### config.mk
export PLATFORM = sky130hd
export DESIGN_NAME = optm_top
export DESIGN_NICKNAME = d
export VERILOG_FILES = /design/src/include/optm_pkg.sv /design/src/rtl/optm_top.sv /design/src/rtl/optm_chan.sv
export SDC_FILE = /design/constraint.sdc
export NUM_CORES = 2
export LEC_CHECK = 0
export BUFFER_PORTS_ARGS = -buffer_cell sky130_fd_sc_hd__clkbuf_2
export CAP_MARGIN = 10
export CORE_ASPECT_RATIO = 0.8
export CORE_MARGIN = 10
export CORE_UTILIZATION = 35
export DETAILED_ROUTE_END_ITERATION = 12
export PLACE_DENSITY = 0.56
export RECOVER_POWER = 25
export SETUP_SLACK_MARGIN = 0.05
export SLEW_MARGIN = 20
export SYNTH_ARGS = -nofsm -noshare
export SYNTH_HDL_FRONTEND = slang
export SYNTH_SLANG_ARGS = --single-unit
### constraint.sdc
create_clock -name sys_clk -period 12.3 [get_ports sys_clk]
set_clock_uncertainty 0.1 [all_clocks]
set_input_delay 2.46 -clock sys_clk [delete_from_list [all_inputs] [get_ports sys_clk]]
set_output_delay 2.46 -clock sys_clk [all_outputs]
set_load 0.02 [all_outputs]
### src/include/optm_pkg.sv
package optm_pkg;

  // ==========================================================
  // sizes
  localparam int NUM_TIMERS = 4;
  localparam int RAW_W      = 12;
  localparam int TB_W       = 16;
  localparam int US_W       = RAW_W + TB_W;
  localparam int DATA_W     = 32;
  localparam int ADDR_W     = 5;
  localparam int DIVD_W     = US_W + 1;

  // ==========================================================
  // register offsets (byte addresses)
  localparam logic [ADDR_W-1:0] OFS_SEL     = 5'h00;
  localparam logic [ADDR_W-1:0] OFS_DLY_TB  = 5'h04;
  localparam logic [ADDR_W-1:0] OFS_DUR_TB  = 5'h08;
  localparam logic [ADDR_W-1:0] OFS_DLY_RAW = 5'h0C;
  localparam logic [ADDR_W-1:0] OFS_DLY_US  = 5'h10;
  localparam logic [ADDR_W-1:0] OFS_DUR_RAW = 5'h14;
  localparam logic [ADDR_W-1:0] OFS_DUR_US  = 5'h18;
  localparam logic [ADDR_W-1:0] OFS_STATUS  = 5'h1C;

  // ==========================================================
  // limits and reset values
  localparam logic [RAW_W-1:0] RAW_MAX     = 12'hFFF;
  localparam logic [RAW_W-1:0] DUR_MIN     = 12'h001;
  localparam logic [RAW_W-1:0] DLY_RAW_RST = 12'h000;
  localparam logic [RAW_W-1:0] DUR_RAW_RST = 12'h001;
  localparam logic [TB_W-1:0]  TB_MIN      = 16'h0001;
  localparam logic [TB_W-1:0]  TB_RST      = 16'h0001;

  // ==========================================================
  // timing
  localparam int CLK_PERIOD_NS = 20;
  localparam int US_NS         = 1000;
  localparam int TICK_CYC      = (US_NS / CLK_PERIOD_NS < 1) ? 1 :
                                 US_NS / CLK_PERIOD_NS;

  // ==========================================================
  // carriers
  typedef struct packed {
    logic [RAW_W-1:0] delay_raw;
    logic [RAW_W-1:0] dur_raw;
  } optm_cfg_t;

  typedef struct packed {
    logic [TB_W-1:0] delay_tb;
    logic [TB_W-1:0] dur_tb;
  } optm_tb_t;

  // ==========================================================
  // helpers
  function automatic logic [US_W-1:0] optm_us_of(
    input logic [RAW_W-1:0] raw,
    input logic [TB_W-1:0]  tb);
    optm_us_of = US_W'(raw) * US_W'(tb);
  endfunction

  function automatic logic [RAW_W-1:0] optm_sat_raw(
    input logic [DATA_W-1:0] v);
    optm_sat_raw = (v > DATA_W'(RAW_MAX)) ? RAW_MAX : v[RAW_W-1:0];
  endfunction

endpackage

### src/rtl/optm_top.sv
// Behaviour
// delay equals delay count times the shared delay tick period.
// delay count accepts 0 through 4095.
// delay tick period in microseconds, default and minimum one.
// one delay tick period serves all four timers.
// microsecond delay write derives and stores the delay count.
// unreachable microsecond delay rounds to the nearest achievable value.
// direct delay count change updates the microsecond delay view.
// software writes delay microseconds as multiples of the tick period.
// pulse width equals duration count times shared duration tick period.
// duration count accepts 1 through 4095, never zero.
// duration tick period in microseconds, default one, unit steps.
// one duration tick period serves all four timers.
// microsecond duration write derives and stores the duration count.
// duration microsecond read returns count times duration tick period.
// direct duration count change updates the microsecond duration view.
// software writes duration microseconds as multiples of tick period.
// timer select chooses which timer later accesses touch.
// on start wait delay, drive high for duration, then low.
// only exposure start starts a timer.
// timer n drives only output line n.
// start while delaying or pulsing is ignored until idle.
// a one-microsecond tick from the clock paces all counting.
module optm_top import optm_pkg::*; #(
  parameter int N_TIMERS = NUM_TIMERS
) (
  // clock and reset
  input  wire logic                sys_clk,
  input  wire logic                reset,
  // register bus
  input  wire logic [ADDR_W-1:0]   avs_address,
  input  wire logic                avs_read,
  input  wire logic                avs_write,
  input  wire logic [DATA_W-1:0]   avs_writedata,
  output logic      [DATA_W-1:0]   avs_readdata,
  output logic                     avs_waitrequest,
  // camera side
  input  wire logic                exposure_active,
  output logic      [N_TIMERS-1:0] timer_out
);

  localparam int SEL_W = (N_TIMERS > 1) ? $clog2(N_TIMERS) : 1;
  localparam int CNT_W = $clog2(DIVD_W + 1);
  localparam int TCK_W = $clog2(TICK_CYC + 1);
  localparam int PAD_W = DATA_W - US_W;

  typedef enum logic [1:0] {BUS_IDLE, BUS_DIV, BUS_ACK} optm_bus_t;

  // ==========================================================
  // storage
  optm_bus_t          bus_reg, bus_next;
  logic               wait_reg;
  logic [DATA_W-1:0]  rdata_reg;
  logic [SEL_W-1:0]   sel_reg;
  optm_tb_t           tb_reg;
  optm_cfg_t          cfg_reg [N_TIMERS];
  optm_cfg_t          cfg_next;
  logic [TB_W:0]      rem_reg;
  logic [DIVD_W-1:0]  quo_reg;
  logic [TB_W-1:0]    dtb_reg;
  logic [CNT_W-1:0]   dcnt_reg;
  logic [TCK_W-1:0]   tick_cnt_reg;
  logic               us_tick_reg;
  logic               exp_q_reg;
  logic [N_TIMERS-1:0] busy_w;

  // ==========================================================
  // microsecond tick
  wire logic tick_wrap = (tick_cnt_reg == TCK_W'(TICK_CYC - 1));

  // prescaler gives one tick per microsecond
  always_ff @(posedge sys_clk) begin
    if (reset) begin
      tick_cnt_reg <= '0;
      us_tick_reg  <= 1'b0;
    end else begin
      tick_cnt_reg <= tick_wrap ? '0 : tick_cnt_reg + 1'b1;
      us_tick_reg  <= tick_wrap;
    end
  end

  // ==========================================================
  // exposure start edge
  // exposure start is the only trigger
  wire logic exp_start = exposure_active && !exp_q_reg;

  always_ff @(posedge sys_clk) begin
    if (reset) exp_q_reg <= 1'b0;
    else       exp_q_reg <= exposure_active;
  end

  // ==========================================================
  // selected timer views
  wire optm_cfg_t       cur_cfg = cfg_reg[sel_reg];
  // delay view tracks count
  // duration view tracks count
  // microsecond views are always count times period
  wire logic [US_W-1:0] dly_us  = optm_us_of(cur_cfg.delay_raw,
                                             tb_reg.delay_tb);
  wire logic [US_W-1:0] dur_us  = optm_us_of(cur_cfg.dur_raw,
                                             tb_reg.dur_tb);

  wire logic is_us_addr = (avs_address == OFS_DLY_US) ||
                          (avs_address == OFS_DUR_US);
  wire logic req        = avs_read || avs_write;
  wire logic wr_go      = (bus_reg == BUS_ACK) && avs_write;

  wire logic [DATA_W-1:0] rd_mux =
    (avs_address == OFS_SEL)     ? DATA_W'(sel_reg) :
    (avs_address == OFS_DLY_TB)  ? DATA_W'(tb_reg.delay_tb) :
    (avs_address == OFS_DUR_TB)  ? DATA_W'(tb_reg.dur_tb) :
    (avs_address == OFS_DLY_RAW) ? DATA_W'(cur_cfg.delay_raw) :
    (avs_address == OFS_DLY_US)  ? {{PAD_W{1'b0}}, dly_us} :
    (avs_address == OFS_DUR_RAW) ? DATA_W'(cur_cfg.dur_raw) :
    (avs_address == OFS_DUR_US)  ? {{PAD_W{1'b0}}, dur_us} :
    (avs_address == OFS_STATUS)  ? DATA_W'({busy_w, timer_out}) :
                                   '0;

  // ==========================================================
  // rounding divider for microsecond writes
  wire logic [TB_W-1:0]   wr_tb   = (avs_address == OFS_DLY_US) ?
                                    tb_reg.delay_tb : tb_reg.dur_tb;
  // adding half a period rounds to the nearest count
  wire logic [DIVD_W-1:0] dividend =
    DIVD_W'(avs_writedata[US_W-1:0]) + DIVD_W'(wr_tb >> 1);
  wire logic [TB_W:0]     shifted = {rem_reg[TB_W-1:0],
                                     quo_reg[DIVD_W-1]};
  wire logic              fits    = shifted >= {1'b0, dtb_reg};
  wire logic              div_end = (dcnt_reg == CNT_W'(1));
  wire logic [RAW_W-1:0]  div_raw = optm_sat_raw(DATA_W'(quo_reg));

  always_ff @(posedge sys_clk) begin
    if (reset) begin
      rem_reg  <= '0;
      quo_reg  <= '0;
      dtb_reg  <= TB_RST;
      dcnt_reg <= '0;
    end else if (bus_reg == BUS_IDLE) begin
      rem_reg  <= '0;
      quo_reg  <= dividend;
      dtb_reg  <= wr_tb;
      dcnt_reg <= CNT_W'(DIVD_W);
    end else if (bus_reg == BUS_DIV) begin
      rem_reg  <= fits ? shifted - {1'b0, dtb_reg} : shifted;
      quo_reg  <= {quo_reg[DIVD_W-2:0], fits};
      dcnt_reg <= dcnt_reg - 1'b1;
    end
  end

  // ==========================================================
  // bus sequencer
  // long writes stall on waitrequest instead of a divider per port
  always_comb begin
    bus_next = bus_reg;
    unique case (bus_reg)
      BUS_IDLE: if (req)
        bus_next = (avs_write && is_us_addr) ? BUS_DIV : BUS_ACK;
      BUS_DIV:  if (div_end) bus_next = BUS_ACK;
      BUS_ACK:  bus_next = BUS_IDLE;
    endcase
  end

  always_ff @(posedge sys_clk) begin
    if (reset) begin
      bus_reg   <= BUS_IDLE;
      wait_reg  <= 1'b1;
      rdata_reg <= '0;
    end else begin
      bus_reg  <= bus_next;
      wait_reg <= (bus_next != BUS_ACK);
      if (bus_reg == BUS_IDLE && avs_read) rdata_reg <= rd_mux;
    end
  end

  assign avs_readdata    = rdata_reg;
  assign avs_waitrequest = wait_reg;

  // ==========================================================
  // configuration writes
  always_comb begin
    cfg_next = cur_cfg;
    case (avs_address)
      // raw delay saturates at the top of range
      OFS_DLY_RAW: cfg_next.delay_raw = optm_sat_raw(avs_writedata);
      // count derived from microseconds
      OFS_DLY_US:  cfg_next.delay_raw = div_raw;
      // duration never below one
      OFS_DUR_RAW: cfg_next.dur_raw =
        (avs_writedata == '0) ? DUR_MIN : optm_sat_raw(avs_writedata);
      // count derived from microseconds
      OFS_DUR_US:  cfg_next.dur_raw =
        (div_raw == '0) ? DUR_MIN : div_raw;
      default:     cfg_next = cur_cfg;
    endcase
  end

  wire logic wr_cfg = wr_go && (avs_address == OFS_DLY_RAW ||
                      avs_address == OFS_DUR_RAW || is_us_addr);
  // duration period floor
  // a zero period write is stored as one, so it reads back as one
  wire logic [TB_W-1:0] tb_wr = (avs_writedata[TB_W-1:0] == '0) ?
                                TB_MIN : avs_writedata[TB_W-1:0];

  // one shared delay period
  // one shared duration period
  always_ff @(posedge sys_clk) begin
    if (reset) begin
      tb_reg.delay_tb <= TB_RST;
      tb_reg.dur_tb   <= TB_RST;
      sel_reg         <= '0;
    end else if (wr_go) begin
      if (avs_address == OFS_DLY_TB) tb_reg.delay_tb <= tb_wr;
      if (avs_address == OFS_DUR_TB) tb_reg.dur_tb   <= tb_wr;
      if (avs_address == OFS_SEL)
        sel_reg <= avs_writedata[SEL_W-1:0];
    end
  end

  // only the selected timer is written
  always_ff @(posedge sys_clk) begin
    if (reset) begin
      for (int i = 0; i < N_TIMERS; i++) begin
        cfg_reg[i].delay_raw <= DLY_RAW_RST;
        cfg_reg[i].dur_raw   <= DUR_RAW_RST;
      end
    end else if (wr_cfg) begin
      cfg_reg[sel_reg] <= cfg_next;
    end
  end

  // ==========================================================
  // timers
  // timer n owns line n only
  for (genvar g = 0; g < N_TIMERS; g++) begin : g_tmr
    optm_chan u_chan (
      .sys_clk  (sys_clk),
      .reset    (reset),
      .us_tick  (us_tick_reg),
      .start    (exp_start),
      .cfg      (cfg_reg[g]),
      .tb       (tb_reg),
      .line_out (timer_out[g]),
      .busy     (busy_w[g])
    );
  end

  // ==========================================================
  // checks
  wire logic [SEL_W-1:0] other_sel = sel_reg + 1'b1;
endmodule

### src/rtl/optm_chan.sv
module optm_chan import optm_pkg::*; (
  // clock and reset
  input  wire logic      sys_clk,
  input  wire logic      reset,
  // timing and start
  input  wire logic      us_tick,
  input  wire logic      start,
  input  wire optm_cfg_t cfg,
  input  wire optm_tb_t  tb,
  // line
  output logic           line_out,
  output logic           busy
);

  typedef enum logic [1:0] {CH_IDLE, CH_DELAY, CH_PULSE} optm_ch_t;

  optm_ch_t          state_reg, state_next;
  logic [TB_W-1:0]   sub_reg, sub_next;
  logic [RAW_W-1:0]  raw_reg, raw_next;
  logic              out_reg;

  // ==========================================================
  // phase counting
  wire logic [TB_W-1:0]  tb_sel  = (state_reg == CH_DELAY) ?
                                   tb.delay_tb : tb.dur_tb;
  wire logic [RAW_W-1:0] raw_tgt = (state_reg == CH_DELAY) ?
                                   cfg.delay_raw : cfg.dur_raw;
  wire logic [TB_W:0]    sub_inc = {1'b0, sub_reg} + 1'b1;
  wire logic [RAW_W:0]   raw_inc = {1'b0, raw_reg} + 1'b1;
  // >= keeps a run finite if software shrinks a count mid-phase
  wire logic sub_end   = us_tick && (sub_inc >= {1'b0, tb_sel});
  wire logic phase_end = sub_end && (raw_inc >= {1'b0, raw_tgt});

  always_comb begin
    state_next = state_reg;
    sub_next   = sub_reg;
    raw_next   = raw_reg;
    unique case (state_reg)
      // start only taken in idle
      CH_IDLE: if (start) begin
        sub_next   = '0;
        raw_next   = '0;
        // zero delay goes straight high
        state_next = (cfg.delay_raw == '0) ? CH_PULSE : CH_DELAY;
      end
      // delay is count times tick period
      // pulse is count times tick period
      CH_DELAY, CH_PULSE: if (phase_end) begin
        sub_next   = '0;
        raw_next   = '0;
        state_next = (state_reg == CH_DELAY) ? CH_PULSE : CH_IDLE;
      end else if (sub_end) begin
        sub_next = '0;
        raw_next = raw_inc[RAW_W-1:0];
      end else if (us_tick) begin
        sub_next = sub_inc[TB_W-1:0];
      end
    endcase
  end

  always_ff @(posedge sys_clk) begin
    if (reset) begin
      state_reg <= CH_IDLE;
      sub_reg   <= '0;
      raw_reg   <= '0;
      out_reg   <= 1'b0;
    end else begin
      state_reg <= state_next;
      sub_reg   <= sub_next;
      raw_reg   <= raw_next;
      out_reg   <= (state_next == CH_PULSE);
    end
  end

  assign line_out = out_reg;
  assign busy     = (state_reg != CH_IDLE);
endmodule

==> results.txt <==
* Status: finished with violations
- Violations in the final reports: max-capacitance violations, max-slew violations
- Die outline area: 115,000 sq um
- Routed vias: 30,503
- Total overflow reported by the global router: 0
* # resized after CTS: 0
- The tightest hold path in the finished design has a slack of 0.351 ns.
- Vias per inst: 5.59
- Initial antenna violation count: 6
- Crit path from: reset
- Once layout is complete, the utilization of the core stands at 0.385.
- The design draws 3.65 mW.
* Count of flip-flops with a built-in enable after synthesis: 96
- The critical path contains buffers and inverters numbering 3 combined.
- Worst-path cell chain: clkbuf_1 > inv_1 > clkbuf_1 > nand2_1 > or3_1 > or3b_1 > nand2_1
- The most critical setup path has its endpoint at g_tmr[3].u_chan.sub_reg[7]$_SDFFE_PP0P_.
* Total Negative Setup Slacks: 0 ns
* Crit path depth: 7
- Kind of critical path: input port to flop
* Classification of the worst-slack hold path: flop to flop
- After detailed routing, the average wire length per cell comes to 22.1 um.
- Layout Area Growth over Synthesis: 8.92%
- Share of final-layout standard cells stronger than drive strength 1: 0.0609
- The detail route stage leaves a number of antenna-violating nets equal to 0.
* Worst-Margin Slew: 3.83 ns
- Clk slew on worst S/H paths: 0.06 ns
- Post-Syn Instances: 4,146
- Synth Warn #: 0
- Routability-driven placement finished with a final weighted congestion of 0.978.
- Startpoint kind of the worst setup timing path: input port
- The hold violation total from the final report came to 0.
- Setup repair after global routing missed its margin: false
- Floorplan Core Area: 101,000 sq um
* Period utilisation layout: 0.648
- Post-CTS timing repair inserted 0 buffers for setup.
- Unique masters post-synth: 89
- The endpoint identified for the worst register-to-register timing path is avs_readdata[25]$_SDFFE_PP0P_.
- The longest clock path from root to sink contains 3 buffers.
- Across all register-to-register paths, the minimum setup slack is 4.87 ns.
- The clock period could shrink to 7.97 ns.
- Worst endpoint required time: 12.75 ns
- Number of global-route vias before repair: 29,681
- Die X-Extent: 376 um
* Maximum vdd drop: 0.0881 mV
* Mean area per synthesized cell: 8.58 sq um
- After detailed routing, the total wire length is 121 mm.
- Initial Utilization: 0.353
* Most common cell after layout, fill and taps aside: sky130_fd_sc_hd__nand2_1
- Worst skew pair latency: 0.62 ns
- Mapped cell area: 35,600 sq um
* Count of buffers from port buffering: 74
- After the last flow step, the layout net total stands at 4,721.
- The worst setup path is captured at a flop.
* Sequential fraction of the synthesis area: 0.230
* H-tree levels: 2
- From bottom edge to top edge, the die measures 305 um.
- Slowest Stage Delay on Critical Path: 2.14 ns
* Register bit count reported by yosys: 361
- For this run, design rule violations remaining after detail routing come to 0.
- CTS Hold Bufs: 0
- Maximum fanout along the worst path: 36
* Total of max-cap violations: 4
* IO Pins: 79
* Pin count of the biggest net entering global routing: 74
* F_max: 126 MHz
- Among all stages on the critical path, the largest delay is contributed by sky130_fd_sc_hd__clkbuf_1.
* Number of setup violations in the final report: 0
* Slew HR: -1.55
* Total half-perimeter wirelength after legalization and detailed placement: 92.4 mm
* Sink Count: 361
* Most used cells in the layout excluding fill and tap cells: sky130_fd_sc_hd__nand2_1, sky130_fd_sc_hd__inv_1, sky130_fd_sc_hd__ha_1
- Number of pins exceeding their max-slew limit in the final report: 181
* P_leak: 16.8 nW
- Total Routing Usage GR: 0.205
- After synthesis, the share of flip-flops with an asynchronous set or reset is 0.
* Number of optimization iterations in the first detailed-route pass: 6
* Power density cells: 94.3 nW/um^2
* Endpoint arrival time on the critical path: 8.41 ns
* Max reg flops: 96
- Depth of the worst register-to-register path: 18
- Launch point of the worst hold path: g_tmr[3].u_chan.raw_reg[10]$_SDFFE_PP0P_
- Buffers inserted during clock tree synthesis total 45.
- TritonCTS clock tree: built
* Final cell count without fillers: 5,461
- The tree is rooted in a sky130_fd_sc_hd__clkbuf_16.
- Main synth FF type: sky130_fd_sc_hd__dfxtp_1
* First-pass GRT wire length: 185 mm
* Family of cells with the greatest summed delay on the critical path: buffers and inverters
* First-iteration detailed-routing DRC count: 3,314
* Placement Rows: 104
- Once placement completed, the tool counted placed cells totaling 5,377.
-- final cells by class --
cell class / instances / area (sq um)
Fill cell: 10298 / 62000
Multi-Input combinational cell: 3111 / 24800
Sequential cell: 361 / 8190
Inverter: 444 / 1670
Tap cell: 1325 / 1660
Clock buffer: 62 / 1320
Timing Repair Buffer: 136 / 777
Clock inverter: 21 / 274
Antenna cell: 1 / 2.50
-- stage by stage --
| step | worst slack, ns | cell area (sq um) |
|---|---|---|
| finish | 4.33 | 38700 |
| global route | 4.39 | 38700 |
| CTS | 5.00 | 38800 |
| detailed placement | 5.02 | 37200 |
| global placement | 5.07 | 37200 |
| floorplan | 5.43 | 35600 |
-- Yosys cell counts (all sizes together) (37+ instances only) --
cell type	instances	area, sq um
a211oi	45	338
a21o	55	413
a21oi	224	1120
and2	159	995
and3	60	375
buf	45	225
clkbuf	188	706
dfxtp	265	5310
edfxtp	96	2880
fa	282	5650
ha	298	3730
inv	444	1670
mux2i	135	1350
nand2	582	2180
nand3	115	581
nand4	37	231
nor2	223	837
nor2b	75	469
nor3	40	205
o21ai	144	724
xnor2	112	981
xor2	61	534
-- layer usage --
layer / track usage / wire length (um) / vias to the layer above
li1: - / - / 14037
met1: 0.292 / 55300 / 14850
met4: 0.0556 / 3850 / 4
met5: 0.00126 / 34 / -
met3: 0.0690 / 13600 / 217
met2: 0.292 / 48100 / 1395
-- power by group --
group | switching, mW | leakage (nW) | internal, mW
logic | 0.584 | 12.9 | 0.282
clock network | 0.592 | 0.788 | 0.865
registers | 0.0623 | 3.13 | 1.27
total | 1.24 | 16.8 | 2.41
-- worst min-delay path by stage --
stage	end	depth (start not counted)
2_1_floorplan	g_tmr[3].u_chan.raw_reg[10]$_SDFFE_PP0P_	2
3_3_place_gp	g_tmr[3].u_chan.raw_reg[11]$_SDFFE_PP0P_	2
3_5_place_dp	g_tmr[3].u_chan.raw_reg[10]$_SDFFE_PP0P_	2
4_1_cts	g_tmr[3].u_chan.raw_reg[10]$_SDFFE_PP0P_	2
5_1_grt	g_tmr[3].u_chan.raw_reg[10]$_SDFFE_PP0P_	2
6_report	g_tmr[3].u_chan.raw_reg[10]$_SDFFE_PP0P_	2
-- logic make-up (layout without fill, tap and decap cells) --
family                   count (synthesis)  after routing  synth area share
flip-flops                             361            361             0.230
buffers and inverters                  677            663            0.0730
AND/OR/NAND/NOR                       1421           1421             0.191
AO/OA/AOI/OAI                          755            755             0.140
multiplexers                           178            178            0.0595
other                                    1              5          0.000105
XOR/XNOR                               173            173            0.0426
adder cells (fa/ha/maj)                580            580             0.264
-- worst register-to-register path, cell delays in order (launching register included) --
cell and delay, ns:
sky130_fd_sc_hd__dfxtp_1 1.09, sky130_fd_sc_hd__mux4_2 0.64, sky130_fd_sc_hd__and2_1 0.28, sky130_fd_sc_hd__fa_1 0.51
sky130_fd_sc_hd__fa_1 0.53, sky130_fd_sc_hd__fa_1 0.52, sky130_fd_sc_hd__fa_1 0.55, sky130_fd_sc_hd__inv_1 0.06
sky130_fd_sc_hd__fa_1 0.53, sky130_fd_sc_hd__inv_1 0.04, sky130_fd_sc_hd__ha_1 0.33, sky130_fd_sc_hd__a211o_1 0.32
sky130_fd_sc_hd__a211o_1 0.27, sky130_fd_sc_hd__a31o_2 0.25, sky130_fd_sc_hd__a311oi_2 0.46, sky130_fd_sc_hd__o21bai_1 0.16
sky130_fd_sc_hd__xor2_1 0.16, sky130_fd_sc_hd__a221oi_1 0.27, sky130_fd_sc_hd__nor3_1 0.08
Power figures use the tool's default switching activity.
